## src/core/vccd_pkg.sv

```systemverilog
package vccd_pkg;
  localparam int             APB_AW       = 12;
  localparam int             IDX_W        = 10;
  // register indices; byte address is four times the index
  localparam logic [IDX_W-1:0] IDX_CAL_CTRL = 10'h018;
  localparam logic [IDX_W-1:0] IDX_RDBACK   = 10'h01F;
  localparam logic [IDX_W-1:0] IDX_CH_BASE  = 10'h190;
  localparam logic [IDX_W-1:0] IDX_VDIV     = 10'h1E0;
  localparam logic [IDX_W-1:0] IDX_SRC_SEL  = 10'h1E1;
  localparam logic [IDX_W-1:0] IDX_UPDATE   = 10'h232;
  localparam int             CH_STRIDE    = 3;
  localparam int             NUM_CH       = 3;
  // field positions
  localparam int             CAL_START_BIT = 0;
  localparam int             CAL_DIV_LSB   = 1;
  localparam int             CAL_DONE_BIT  = 6;
  localparam int             UPD_BIT       = 0;
  localparam int             BYPASS_BIT    = 7;
  localparam int             START_HI_BIT  = 5;
  localparam int             DCCOFF_BIT    = 0;
  // reset values
  localparam logic [2:0]     CAL_CTRL_RST = 3'h0;
  localparam logic [1:0]     SRC_RST      = 2'h0;
  localparam logic [2:0]     VDIV_RST     = 3'h0;
  localparam logic [7:0]     CH_MN_RST    = 8'h00;
  localparam logic [6:0]     CH_CTL_RST   = 7'h00;
  localparam logic           DCCOFF_RST   = 1'b0;
  // calibration timing and post-divider ratio range
  localparam logic [12:0]    CAL_CYCLES   = 13'd4400;
  localparam logic [4:0]     CAL_DIV_0    = 5'h02;
  localparam logic [4:0]     CAL_DIV_1    = 5'h04;
  localparam logic [4:0]     CAL_DIV_2    = 5'h08;
  localparam logic [4:0]     CAL_DIV_3    = 5'h10;
  localparam logic [2:0]     VDIV_MIN     = 3'h2;
  localparam logic [2:0]     VDIV_MAX     = 3'h6;

  typedef enum logic [1:0] {
    SRC_EXT_DIV = 2'h0,
    SRC_EXT_DIR = 2'h1,
    SRC_VCO_DIV = 2'h2,
    SRC_BAD     = 2'h3
  } vccd_src_t;

  typedef enum logic [1:0] {CAL_IDLE, CAL_RUN, CAL_RELEASE} vccd_cal_st_t;
endpackage : vccd_pkg

```

## src/core/vccd_chdiv.sv

```systemverilog
`timescale 1ns/1ps
module vccd_chdiv (
  // clock and reset
  input  wire logic       pclk,
  input  wire logic       presetn,
  // divider input clock, as level and edges
  input  wire logic       in_level,
  input  wire logic       in_rise,
  input  wire logic       in_fall,
  // configuration
  input  wire logic       hold,
  input  wire logic       bypass,
  input  wire logic [3:0] m_low,
  input  wire logic [3:0] n_high,
  input  wire logic       dcc_off,
  input  wire logic       start_high,
  input  wire logic [4:0] phase,
  // divided clock
  output logic            out_level
);
  import vccd_pkg::*;

  logic       run_reg;
  logic       ph_hi_reg;
  logic       pend_reg;
  logic [4:0] dly_reg;
  logic [3:0] cnt_reg;

  wire [3:0] len     = ph_hi_reg ? n_high : m_low;
  wire       dcc_act = ~dcc_off && ({1'b0, m_low} == ({1'b0, n_high} + 5'h01));
  wire       ph_end  = run_reg && in_rise && (cnt_reg == len);

  // phase counter: each phase lasts len+1 input cycles
  always_ff @(posedge pclk or negedge presetn) begin
    if (!presetn) begin
      run_reg   <= 1'b0;
      ph_hi_reg <= 1'b0;
      dly_reg   <= 5'h00;
      cnt_reg   <= 4'h0;
    end else if (hold || bypass) begin
      run_reg   <= 1'b0;
      ph_hi_reg <= start_high;
      dly_reg   <= phase;
      cnt_reg   <= 4'h0;
    end else if (in_rise && !run_reg) begin
      if (dly_reg == 5'h00) begin
        run_reg <= 1'b1;
        cnt_reg <= 4'h0;
      end else begin
        dly_reg <= dly_reg - 5'h01;
      end
    end else if (ph_end) begin
      ph_hi_reg <= ~ph_hi_reg;
      cnt_reg   <= 4'h0;
    end else if (in_rise) begin
      cnt_reg <= cnt_reg + 4'h1;
    end
  end

  // output: high-to-low slips half an input cycle when correcting odd ratios
  always_ff @(posedge pclk or negedge presetn) begin
    if (!presetn) begin
      out_level <= 1'b0;
      pend_reg  <= 1'b0;
    end else if (bypass && !hold) begin
      out_level <= in_level;
      pend_reg  <= 1'b0;
    end else if (hold) begin
      out_level <= start_high;
      pend_reg  <= 1'b0;
    end else if (ph_end && ph_hi_reg && dcc_act) begin
      pend_reg  <= 1'b1;
    end else if (pend_reg && in_fall) begin
      out_level <= 1'b0;
      pend_reg  <= 1'b0;
    end else if (ph_end) begin
      out_level <= ~ph_hi_reg;
    end else if (run_reg && !pend_reg) begin
      out_level <= ph_hi_reg;
    end
  end
endmodule : vccd_chdiv

```

## src/core/vccd_top.sv

```systemverilog
// The implementer's own choice: the APB slave port.
`timescale 1ns/1ps
module vccd_top (
  // clock and reset
  input  wire logic                        pclk,
  input  wire logic                        presetn,
  // apb slave
  input  wire logic [vccd_pkg::APB_AW-1:0] paddr,
  input  wire logic                        psel,
  input  wire logic                        penable,
  input  wire logic                        pwrite,
  input  wire logic [31:0]                 pwdata,
  output logic      [31:0]                 prdata,
  output logic                             pready,
  output logic                             pslverr,
  // reference divider output and clock sources
  input  wire logic                        pfd_in,
  input  wire logic                        vco_in,
  input  wire logic                        ext_in,
  // distribution outputs and loop control
  output logic      [5:0]                  clk_out,
  output logic                             cal_sync_hold,
  output logic                             loop_closed
);
  import vccd_pkg::*;

  // shadow (written) and active (after update) copies
  logic [2:0] sh_cal_reg;
  logic [2:0] act_cal_reg;
  logic [1:0] sh_src_reg;
  logic [1:0] act_src_reg;
  logic [2:0] sh_vdiv_reg;
  logic [2:0] act_vdiv_reg;
  logic [7:0] sh_mn_reg  [NUM_CH];
  logic [7:0] act_mn_reg [NUM_CH];
  logic [6:0] sh_ctl_reg [NUM_CH];
  logic [6:0] act_ctl_reg[NUM_CH];
  logic       sh_dcc_reg [NUM_CH];
  logic       act_dcc_reg[NUM_CH];

  // calibration state
  vccd_cal_st_t cal_st_reg;
  logic [4:0]   div_cnt_reg;
  logic [12:0]  cyc_cnt_reg;
  logic         cal_done_reg;
  logic         pfd_prev_reg;

  // distribution path state
  logic       src_prev_reg;
  logic [2:0] pd_cnt_reg;
  logic       pd_level_reg;
  logic       ch_level_reg;
  logic       ch_prev_reg;
  logic [NUM_CH-1:0] ch_out;

  // apb decode
  wire [IDX_W-1:0] idx     = paddr[APB_AW-1:2];
  wire             aligned = (paddr[1:0] == 2'h0);
  wire             setup   = psel && !penable;
  wire             wr      = psel && penable && pready && pwrite;
  wire             hit_cal = aligned && (idx == IDX_CAL_CTRL);
  wire             hit_rb  = aligned && (idx == IDX_RDBACK);
  wire             hit_src = aligned && (idx == IDX_SRC_SEL);
  wire             hit_vd  = aligned && (idx == IDX_VDIV);
  wire             hit_upd = aligned && (idx == IDX_UPDATE);
  wire [NUM_CH-1:0] hit_mn;
  wire [NUM_CH-1:0] hit_ctl;
  wire [NUM_CH-1:0] hit_dcc;

  genvar gi;
  generate
    for (gi = 0; gi < NUM_CH; gi++) begin : g_dec
      localparam logic [IDX_W-1:0] BASE = IDX_CH_BASE + IDX_W'(CH_STRIDE * gi);
      assign hit_mn[gi]  = aligned && (idx == BASE);
      assign hit_ctl[gi] = aligned && (idx == BASE + 10'h001);
      assign hit_dcc[gi] = aligned && (idx == BASE + 10'h002);
    end
  endgenerate

  wire mapped = hit_cal || hit_rb || hit_src || hit_vd || hit_upd
                || (|hit_mn) || (|hit_ctl) || (|hit_dcc);

  // update transfer: only a one in bit 0 moves shadow to active
  wire upd_fire = wr && hit_upd && pwdata[UPD_BIT];

  // start only on a clear-to-set transition of the active start bit
  wire cal_start = upd_fire && sh_cal_reg[CAL_START_BIT]
                   && !act_cal_reg[CAL_START_BIT];

  // read mux
  logic [7:0] rd_byte;
  always_comb begin
    rd_byte = 8'h00;
    if (hit_cal) rd_byte = {5'h00, sh_cal_reg};
    if (hit_rb)  rd_byte[CAL_DONE_BIT] = cal_done_reg;
    if (hit_src) rd_byte = {6'h00, sh_src_reg};
    if (hit_vd)  rd_byte = {5'h00, sh_vdiv_reg};
    for (int i = 0; i < NUM_CH; i++) begin
      if (hit_mn[i])  rd_byte = sh_mn_reg[i];
      if (hit_ctl[i]) rd_byte = {1'b0, sh_ctl_reg[i]};
      if (hit_dcc[i]) rd_byte = {7'h00, sh_dcc_reg[i]};
    end
  end

  // apb answer: captured in setup, so access phase is one cycle
  always_ff @(posedge pclk or negedge presetn) begin
    if (!presetn) begin
      pready  <= 1'b0;
      prdata  <= 32'h0000_0000;
      pslverr <= 1'b0;
    end else begin
      pready  <= setup;
      prdata  <= setup ? {24'h00_0000, rd_byte} : 32'h0000_0000;
      pslverr <= setup && !mapped;
    end
  end

  // shadow writes; unmapped and read-only targets are ignored
  always_ff @(posedge pclk or negedge presetn) begin
    if (!presetn) begin
      sh_cal_reg  <= CAL_CTRL_RST;
      sh_src_reg  <= SRC_RST;
      sh_vdiv_reg <= VDIV_RST;
    end else if (wr) begin
      if (hit_cal) sh_cal_reg  <= pwdata[2:0];
      if (hit_src) sh_src_reg  <= pwdata[1:0];
      if (hit_vd)  sh_vdiv_reg <= pwdata[2:0];
    end
  end

  // active copies follow shadows only on an update transfer
  always_ff @(posedge pclk or negedge presetn) begin
    if (!presetn) begin
      act_cal_reg  <= CAL_CTRL_RST;
      act_src_reg  <= SRC_RST;
      act_vdiv_reg <= VDIV_RST;
    end else if (upd_fire) begin
      act_cal_reg  <= sh_cal_reg;
      act_src_reg  <= sh_src_reg;
      act_vdiv_reg <= sh_vdiv_reg;
    end
  end

  // per-channel shadow and active registers
  generate
    for (gi = 0; gi < NUM_CH; gi++) begin : g_chreg
      always_ff @(posedge pclk or negedge presetn) begin
        if (!presetn) begin
          sh_mn_reg[gi]  <= CH_MN_RST;
          sh_ctl_reg[gi] <= CH_CTL_RST;
          sh_dcc_reg[gi] <= DCCOFF_RST;
        end else if (wr) begin
          if (hit_mn[gi])  sh_mn_reg[gi]  <= pwdata[7:0];
          if (hit_ctl[gi]) sh_ctl_reg[gi] <= {pwdata[BYPASS_BIT], pwdata[START_HI_BIT:0]};
          if (hit_dcc[gi]) sh_dcc_reg[gi] <= pwdata[DCCOFF_BIT];
        end
      end
      always_ff @(posedge pclk or negedge presetn) begin
        if (!presetn) begin
          act_mn_reg[gi]  <= CH_MN_RST;
          act_ctl_reg[gi] <= CH_CTL_RST;
          act_dcc_reg[gi] <= DCCOFF_RST;
        end else if (upd_fire) begin
          act_mn_reg[gi]  <= sh_mn_reg[gi];
          act_ctl_reg[gi] <= sh_ctl_reg[gi];
          act_dcc_reg[gi] <= sh_dcc_reg[gi];
        end
      end
    end
  endgenerate

  // calibration divisor from the two-bit field
  logic [4:0] cal_div;
  always_comb begin
    unique case (act_cal_reg[CAL_DIV_LSB +: 2])
      2'h0: cal_div = CAL_DIV_0;
      2'h1: cal_div = CAL_DIV_1;
      2'h2: cal_div = CAL_DIV_2;
      2'h3: cal_div = CAL_DIV_3;
    endcase
  end

  // the run state only advances on reference divider edges, so no reference means no progress
  wire pfd_rise = pfd_in && !pfd_prev_reg;
  wire cal_tick = pfd_rise && (div_cnt_reg == cal_div - 5'h01);
  wire cal_last = cal_tick && (cyc_cnt_reg == CAL_CYCLES - 13'd1);

  always_ff @(posedge pclk or negedge presetn) begin
    if (!presetn) pfd_prev_reg <= 1'b0;
    else          pfd_prev_reg <= pfd_in;
  end

  // calibration sequencer; a fresh start restarts the count in any state
  always_ff @(posedge pclk or negedge presetn) begin
    if (!presetn) begin
      cal_st_reg    <= CAL_IDLE;
      div_cnt_reg   <= 5'h00;
      cyc_cnt_reg   <= 13'd0;
      cal_done_reg  <= 1'b0;
      cal_sync_hold <= 1'b0;
      loop_closed   <= 1'b0;
    end else if (cal_start) begin
      cal_st_reg    <= CAL_RUN;
      div_cnt_reg   <= 5'h00;
      cyc_cnt_reg   <= 13'd0;
      cal_done_reg  <= 1'b0;
      cal_sync_hold <= 1'b1;
      loop_closed   <= 1'b0;
    end else begin
      unique case (cal_st_reg)
        CAL_IDLE: ;
        CAL_RUN: begin
          if (pfd_rise) begin
            div_cnt_reg <= cal_tick ? 5'h00 : div_cnt_reg + 5'h01;
          end
          if (cal_last) begin
            cal_st_reg    <= CAL_RELEASE;
            cal_done_reg  <= 1'b1;
            cal_sync_hold <= 1'b0;
          end else if (cal_tick) begin
            cyc_cnt_reg <= cyc_cnt_reg + 13'd1;
          end
        end
        CAL_RELEASE: begin
          cal_st_reg  <= CAL_IDLE;
          loop_closed <= 1'b1;
        end
      endcase
    end
  end

  // source selection; the illegal code keeps the channels quiet
  wire src_ok   = (act_src_reg != SRC_BAD);
  wire use_pdiv = (act_src_reg == SRC_EXT_DIV) || (act_src_reg == SRC_VCO_DIV);
  wire src_lvl  = (act_src_reg == SRC_VCO_DIV) ? vco_in : ext_in;
  wire src_rise = src_lvl && !src_prev_reg;

  // post-divider ratio 2..6, out-of-range codes clamp to 6
  wire [2:0] pd_ratio = (act_vdiv_reg > (VDIV_MAX - VDIV_MIN)) ? VDIV_MAX
                        : act_vdiv_reg + VDIV_MIN;
  wire [2:0] pd_next  = (pd_cnt_reg == pd_ratio - 3'h1) ? 3'h0 : pd_cnt_reg + 3'h1;

  // post-divider: odd ratios give the uneven duty the channels may correct
  always_ff @(posedge pclk or negedge presetn) begin
    if (!presetn) begin
      src_prev_reg <= 1'b0;
      pd_cnt_reg   <= 3'h0;
      pd_level_reg <= 1'b0;
    end else begin
      src_prev_reg <= src_lvl;
      if (src_rise) begin
        pd_cnt_reg   <= pd_next;
        pd_level_reg <= (pd_next < (pd_ratio >> 1));
      end
    end
  end

  // channel input level and its edges
  wire ch_rise = ch_level_reg && !ch_prev_reg;
  wire ch_fall = !ch_level_reg && ch_prev_reg;

  always_ff @(posedge pclk or negedge presetn) begin
    if (!presetn) begin
      ch_level_reg <= 1'b0;
      ch_prev_reg  <= 1'b0;
    end else begin
      ch_level_reg <= src_ok && (use_pdiv ? pd_level_reg : src_lvl);
      ch_prev_reg  <= ch_level_reg;
    end
  end

  // three channel dividers, each feeding a pair of outputs
  generate
    for (gi = 0; gi < NUM_CH; gi++) begin : g_ch
      vccd_chdiv u_div (
        .pclk       (pclk),
        .presetn    (presetn),
        .in_level   (ch_level_reg),
        .in_rise    (ch_rise),
        .in_fall    (ch_fall),
        .hold       (cal_sync_hold),
        .bypass     (act_ctl_reg[gi][6]),
        .m_low      (act_mn_reg[gi][7:4]),
        .n_high     (act_mn_reg[gi][3:0]),
        .dcc_off    (act_dcc_reg[gi]),
        .start_high (act_ctl_reg[gi][START_HI_BIT]),
        .phase      (act_ctl_reg[gi][4:0]),
        .out_level  (ch_out[gi])
      );
    end
  endgenerate

  // both outputs of a pair come from the shared divider
  always_ff @(posedge pclk or negedge presetn) begin
    if (!presetn) clk_out <= 6'h00;
    else          clk_out <= {ch_out[2], ch_out[2], ch_out[1], ch_out[1], ch_out[0], ch_out[0]};
  end
endmodule : vccd_top

```

## config.mk

```make
export PLATFORM = sky130hd
export DESIGN_NAME = vccd_top
export DESIGN_NICKNAME = d
export VERILOG_FILES = /design/src/core/vccd_pkg.sv /design/src/core/vccd_chdiv.sv /design/src/core/vccd_top.sv
export SDC_FILE = /design/constraint.sdc
export NUM_CORES = 1
export LEC_CHECK = 0
export ABC_AREA = 1
export BUFFER_PORTS_ARGS = -buffer_cell sky130_fd_sc_hd__buf_2
export CAP_MARGIN = 0
export CORE_UTILIZATION = 30
export CTS_CLUSTER_SIZE = 25
export DETAILED_ROUTE_END_ITERATION = 8
export GPL_TIMING_DRIVEN = 1
export PLACE_DENSITY = 0.57
export RECOVER_POWER = 100
export SLEW_MARGIN = 5
export SYNTH_ARGS = -nofsm -noshare
export SYNTH_HDL_FRONTEND = slang
export SYNTH_SLANG_ARGS = --single-unit
```

## constraint.sdc

```tcl
create_clock -name pclk -period 2.05 [get_ports pclk]
set_input_delay 0.205 -clock pclk [delete_from_list [all_inputs] [get_ports pclk]]
set_output_delay 0.205 -clock pclk [all_outputs]
set_load 0.01 [all_outputs]
```

==> out/qor.yml <==
crit_arrival_ns: 2.32
wl_um: 25900
maxCapViolCount: 0
ios: 94
first_pass_iters: 5
path_delay_family: "simple AND/OR/NAND/NOR gates"
grt_pass1_vias: 8085
port_buffers: 45
hold_violations: 0
critPathBufInv: 3
cp_common_cell: "nand4_1"
layout_commonest_cell: "nand2_1"
clkLatencyLatePin_ns: 0.43
rows: 67
cp_max_fo: 6
vdd_drop_max_mv: 0.589
mostFrequentLayoutCells: "nand2_1, dfrtp_1, inv_1, o21ai_0, nor2_1"
die_area_um2: 35500
power_density_nw_per_um2: 736
cts_tree: "done"
start_util_pct: 30.8
fin_crit_ns: 2.01
htreeDepth: 4
synthToLayoutAreaGrowth_pct: 16.4
crit_chain: "buf_6 > nand2_4 > o21ai_4 > xor2_1 > inv_1 > nand4_1 > inv_2 > ha_4 > nand3_2 > nor3_2 > nand4_1 > a21oi_1 > a31oi_1"
drive_above_1_share_pct: 14.7
swShare_pct: 27.7
multi_input_area_um2: 4660
drc: 0
rsz0062_at_grt: "true"
root_buffer: "clkbuf_16"
synth_top_area_cell: "dfrtp_1"
first_iter_violations: 386
grt_usage_pct: 15.0
hp-class: "input pin to flip-flop"
avgSynthCellArea_um2: 8.09
synth.top_cells.by_area: "dfrtp_1, nand2_1, inv_1"
seq_area_um2: 4880
via_count: 8463
synthFlopType: "dfrtp_1"
crit_path_end_kind: "flip-flop"
clkSlewWorstSetupHoldPaths_ns: 0.08
overflow: 0
via_per_inst: 4.58
synth_top_area_share_pct: 46.8
finalClockSkew_ns: 0.0128
finalPower_mw: 8.93
fin_cells: 1847
p_leak_nw: 6.02
cpMaxStageDelayCell: "dfrtp_2"
synth_area_um2: 10400
p_clk_share_pct: 36.6
dp_cells: 1793
cts_made_buffers: 17
grt_max_degree: 65
place_hpwl_um: 19500
nets: 1459
synthArstFlopShare_pct: 100
crit_type: "flip-flop to flip-flop"
p_comb_share_pct: 15.0
chipWidth_um: 188
status: "finished clean"
synth_cell_type_count: 47
yosys_register_bits: 195
grt_pass1_wl_um: 42300
core_um2: 33900
detail-route-antenna-nets: 0
required_ns: 2.36
seq_area_frac_synth_pct: 46.8
synth-edff-count: 0
num-fill-cells: 3583
die_height_um: 188
internal_power_mw: 6.45
netlist_instances: 1290
pwr-share-seq_pct: 48.4
cpPeakStageDelay_ns: 0.46
wl_per_cell_um: 14.0
antenna_found_initial: 0
crit_path_start_kind: "flip-flop"
setup_violations: 0
max_freq_mhz: 497
slew_violations: 0
ys_warn_count: 0
clockBufferDepth: 2
gp_congestion: 0.852
tightest_slew_ns: 0.890
fin_crit_sh_pct: 98.1
netSwitchingPower_mw: 2.48
cts_sinks: 195
max-slew-margin-rel_pct: 40.6
[worst paths after layout]
kind                       slack [ns]                      end  cells after the start               startpoint
max                              0.04  g_ch[2].u_div.out_level                     13  g_ch[2].u_div.ph_hi_reg
min                             0.009                   pready                      2                  penable
max reg2reg                      0.04  g_ch[2].u_div.out_level                     13  g_ch[2].u_div.ph_hi_reg
min reg2reg                      0.41               clk_out[4]                      0  g_ch[2].u_div.out_level
max in group asynchronous        0.28           div_cnt_reg[1]                      3                  presetn
min in group asynchronous        0.47               clk_out[1]                      2                  presetn
[cells in the mapped netlist (all sizes together), types with 8 or more instances]
| cell type | count |
|---|---|
| nand4 | 23 |
| nand2 | 272 |
| o211ai | 9 |
| nor3 | 21 |
| a21oi | 60 |
| inv | 205 |
| ha | 20 |
| xnor2 | 13 |
| clkbuf | 9 |
| buf | 42 |
| xor2 | 37 |
| o21ai | 158 |
| nand3 | 63 |
| nor4 | 8 |
| dfrtp | 195 |
| nor2 | 118 |
[cell type report]
cell class                 count  share of cell area (%)
inverter                     206                    6.37
tap                          448                    4.62
clock inverter                13                    1.12
timing repair buffer         106                    5.80
sequential                   195                    40.2
multi-input combinational    861                    38.3
clock buffer                  17                    3.50
antenna                        1                  0.0206
[cells by family after synthesis]
family,synth area share (%)
simple gates,22.3
buf+inv,10.7
compound gates,13.3
flops,46.8
xor+xnor,4.20
fa+ha+maj,2.40
mux,0.300
other cells,0.0360
[power by group through the flow]
stage,clock network (mW),registers [mW],logic (mW)
final,3.27,4.32,1.34
after CTS,3.37,4.32,1.22
after floorplan,0,4.31,0.855
after detailed placement,0,4.39,1.18
after global placement,0,4.38,1.14
after global routing,3.51,4.36,1.55
[through the flow]
| step | area (um^2) | util (%) | setup slack, ns | hold WS (ns) | setup TNS [ns] |
|---|---|---|---|---|---|
| after floorplan | 10500 | - | 0.0788 | -0.0906 | 0 |
| after global placement | 11300 | 33.3 | -0.0317 | 0.133 | -0.0463 |
| after detailed placement | 11300 | 33.3 | -0.0756 | 0.136 | -0.0756 |
| after CTS | 12000 | 35.3 | 0.00577 | 0.00644 | 0 |
| after global routing | 12100 | 35.8 | -0.0595 | 0.0131 | -0.696 |
| final | 12100 | 35.8 | 0.0391 | 0.00932 | 0 |
[what timing repair did]
item                                   4_1_cts  5_1_grt
pin swaps                                    5       19
resized for setup                           10       46
hold buffers                                 5        0
endpoints found under the hold margin       31        0
setup endpoints to repair                    2       16
setup buffers                                7       11
[layer usage]
layer  track usage (%)  wire length (um)
met2              23.4             11600
met5                 0                 0
met3              2.25               799
met1              21.6             13200
met4              3.57               316
Note: power is estimated with default switching activity, not from simulation.
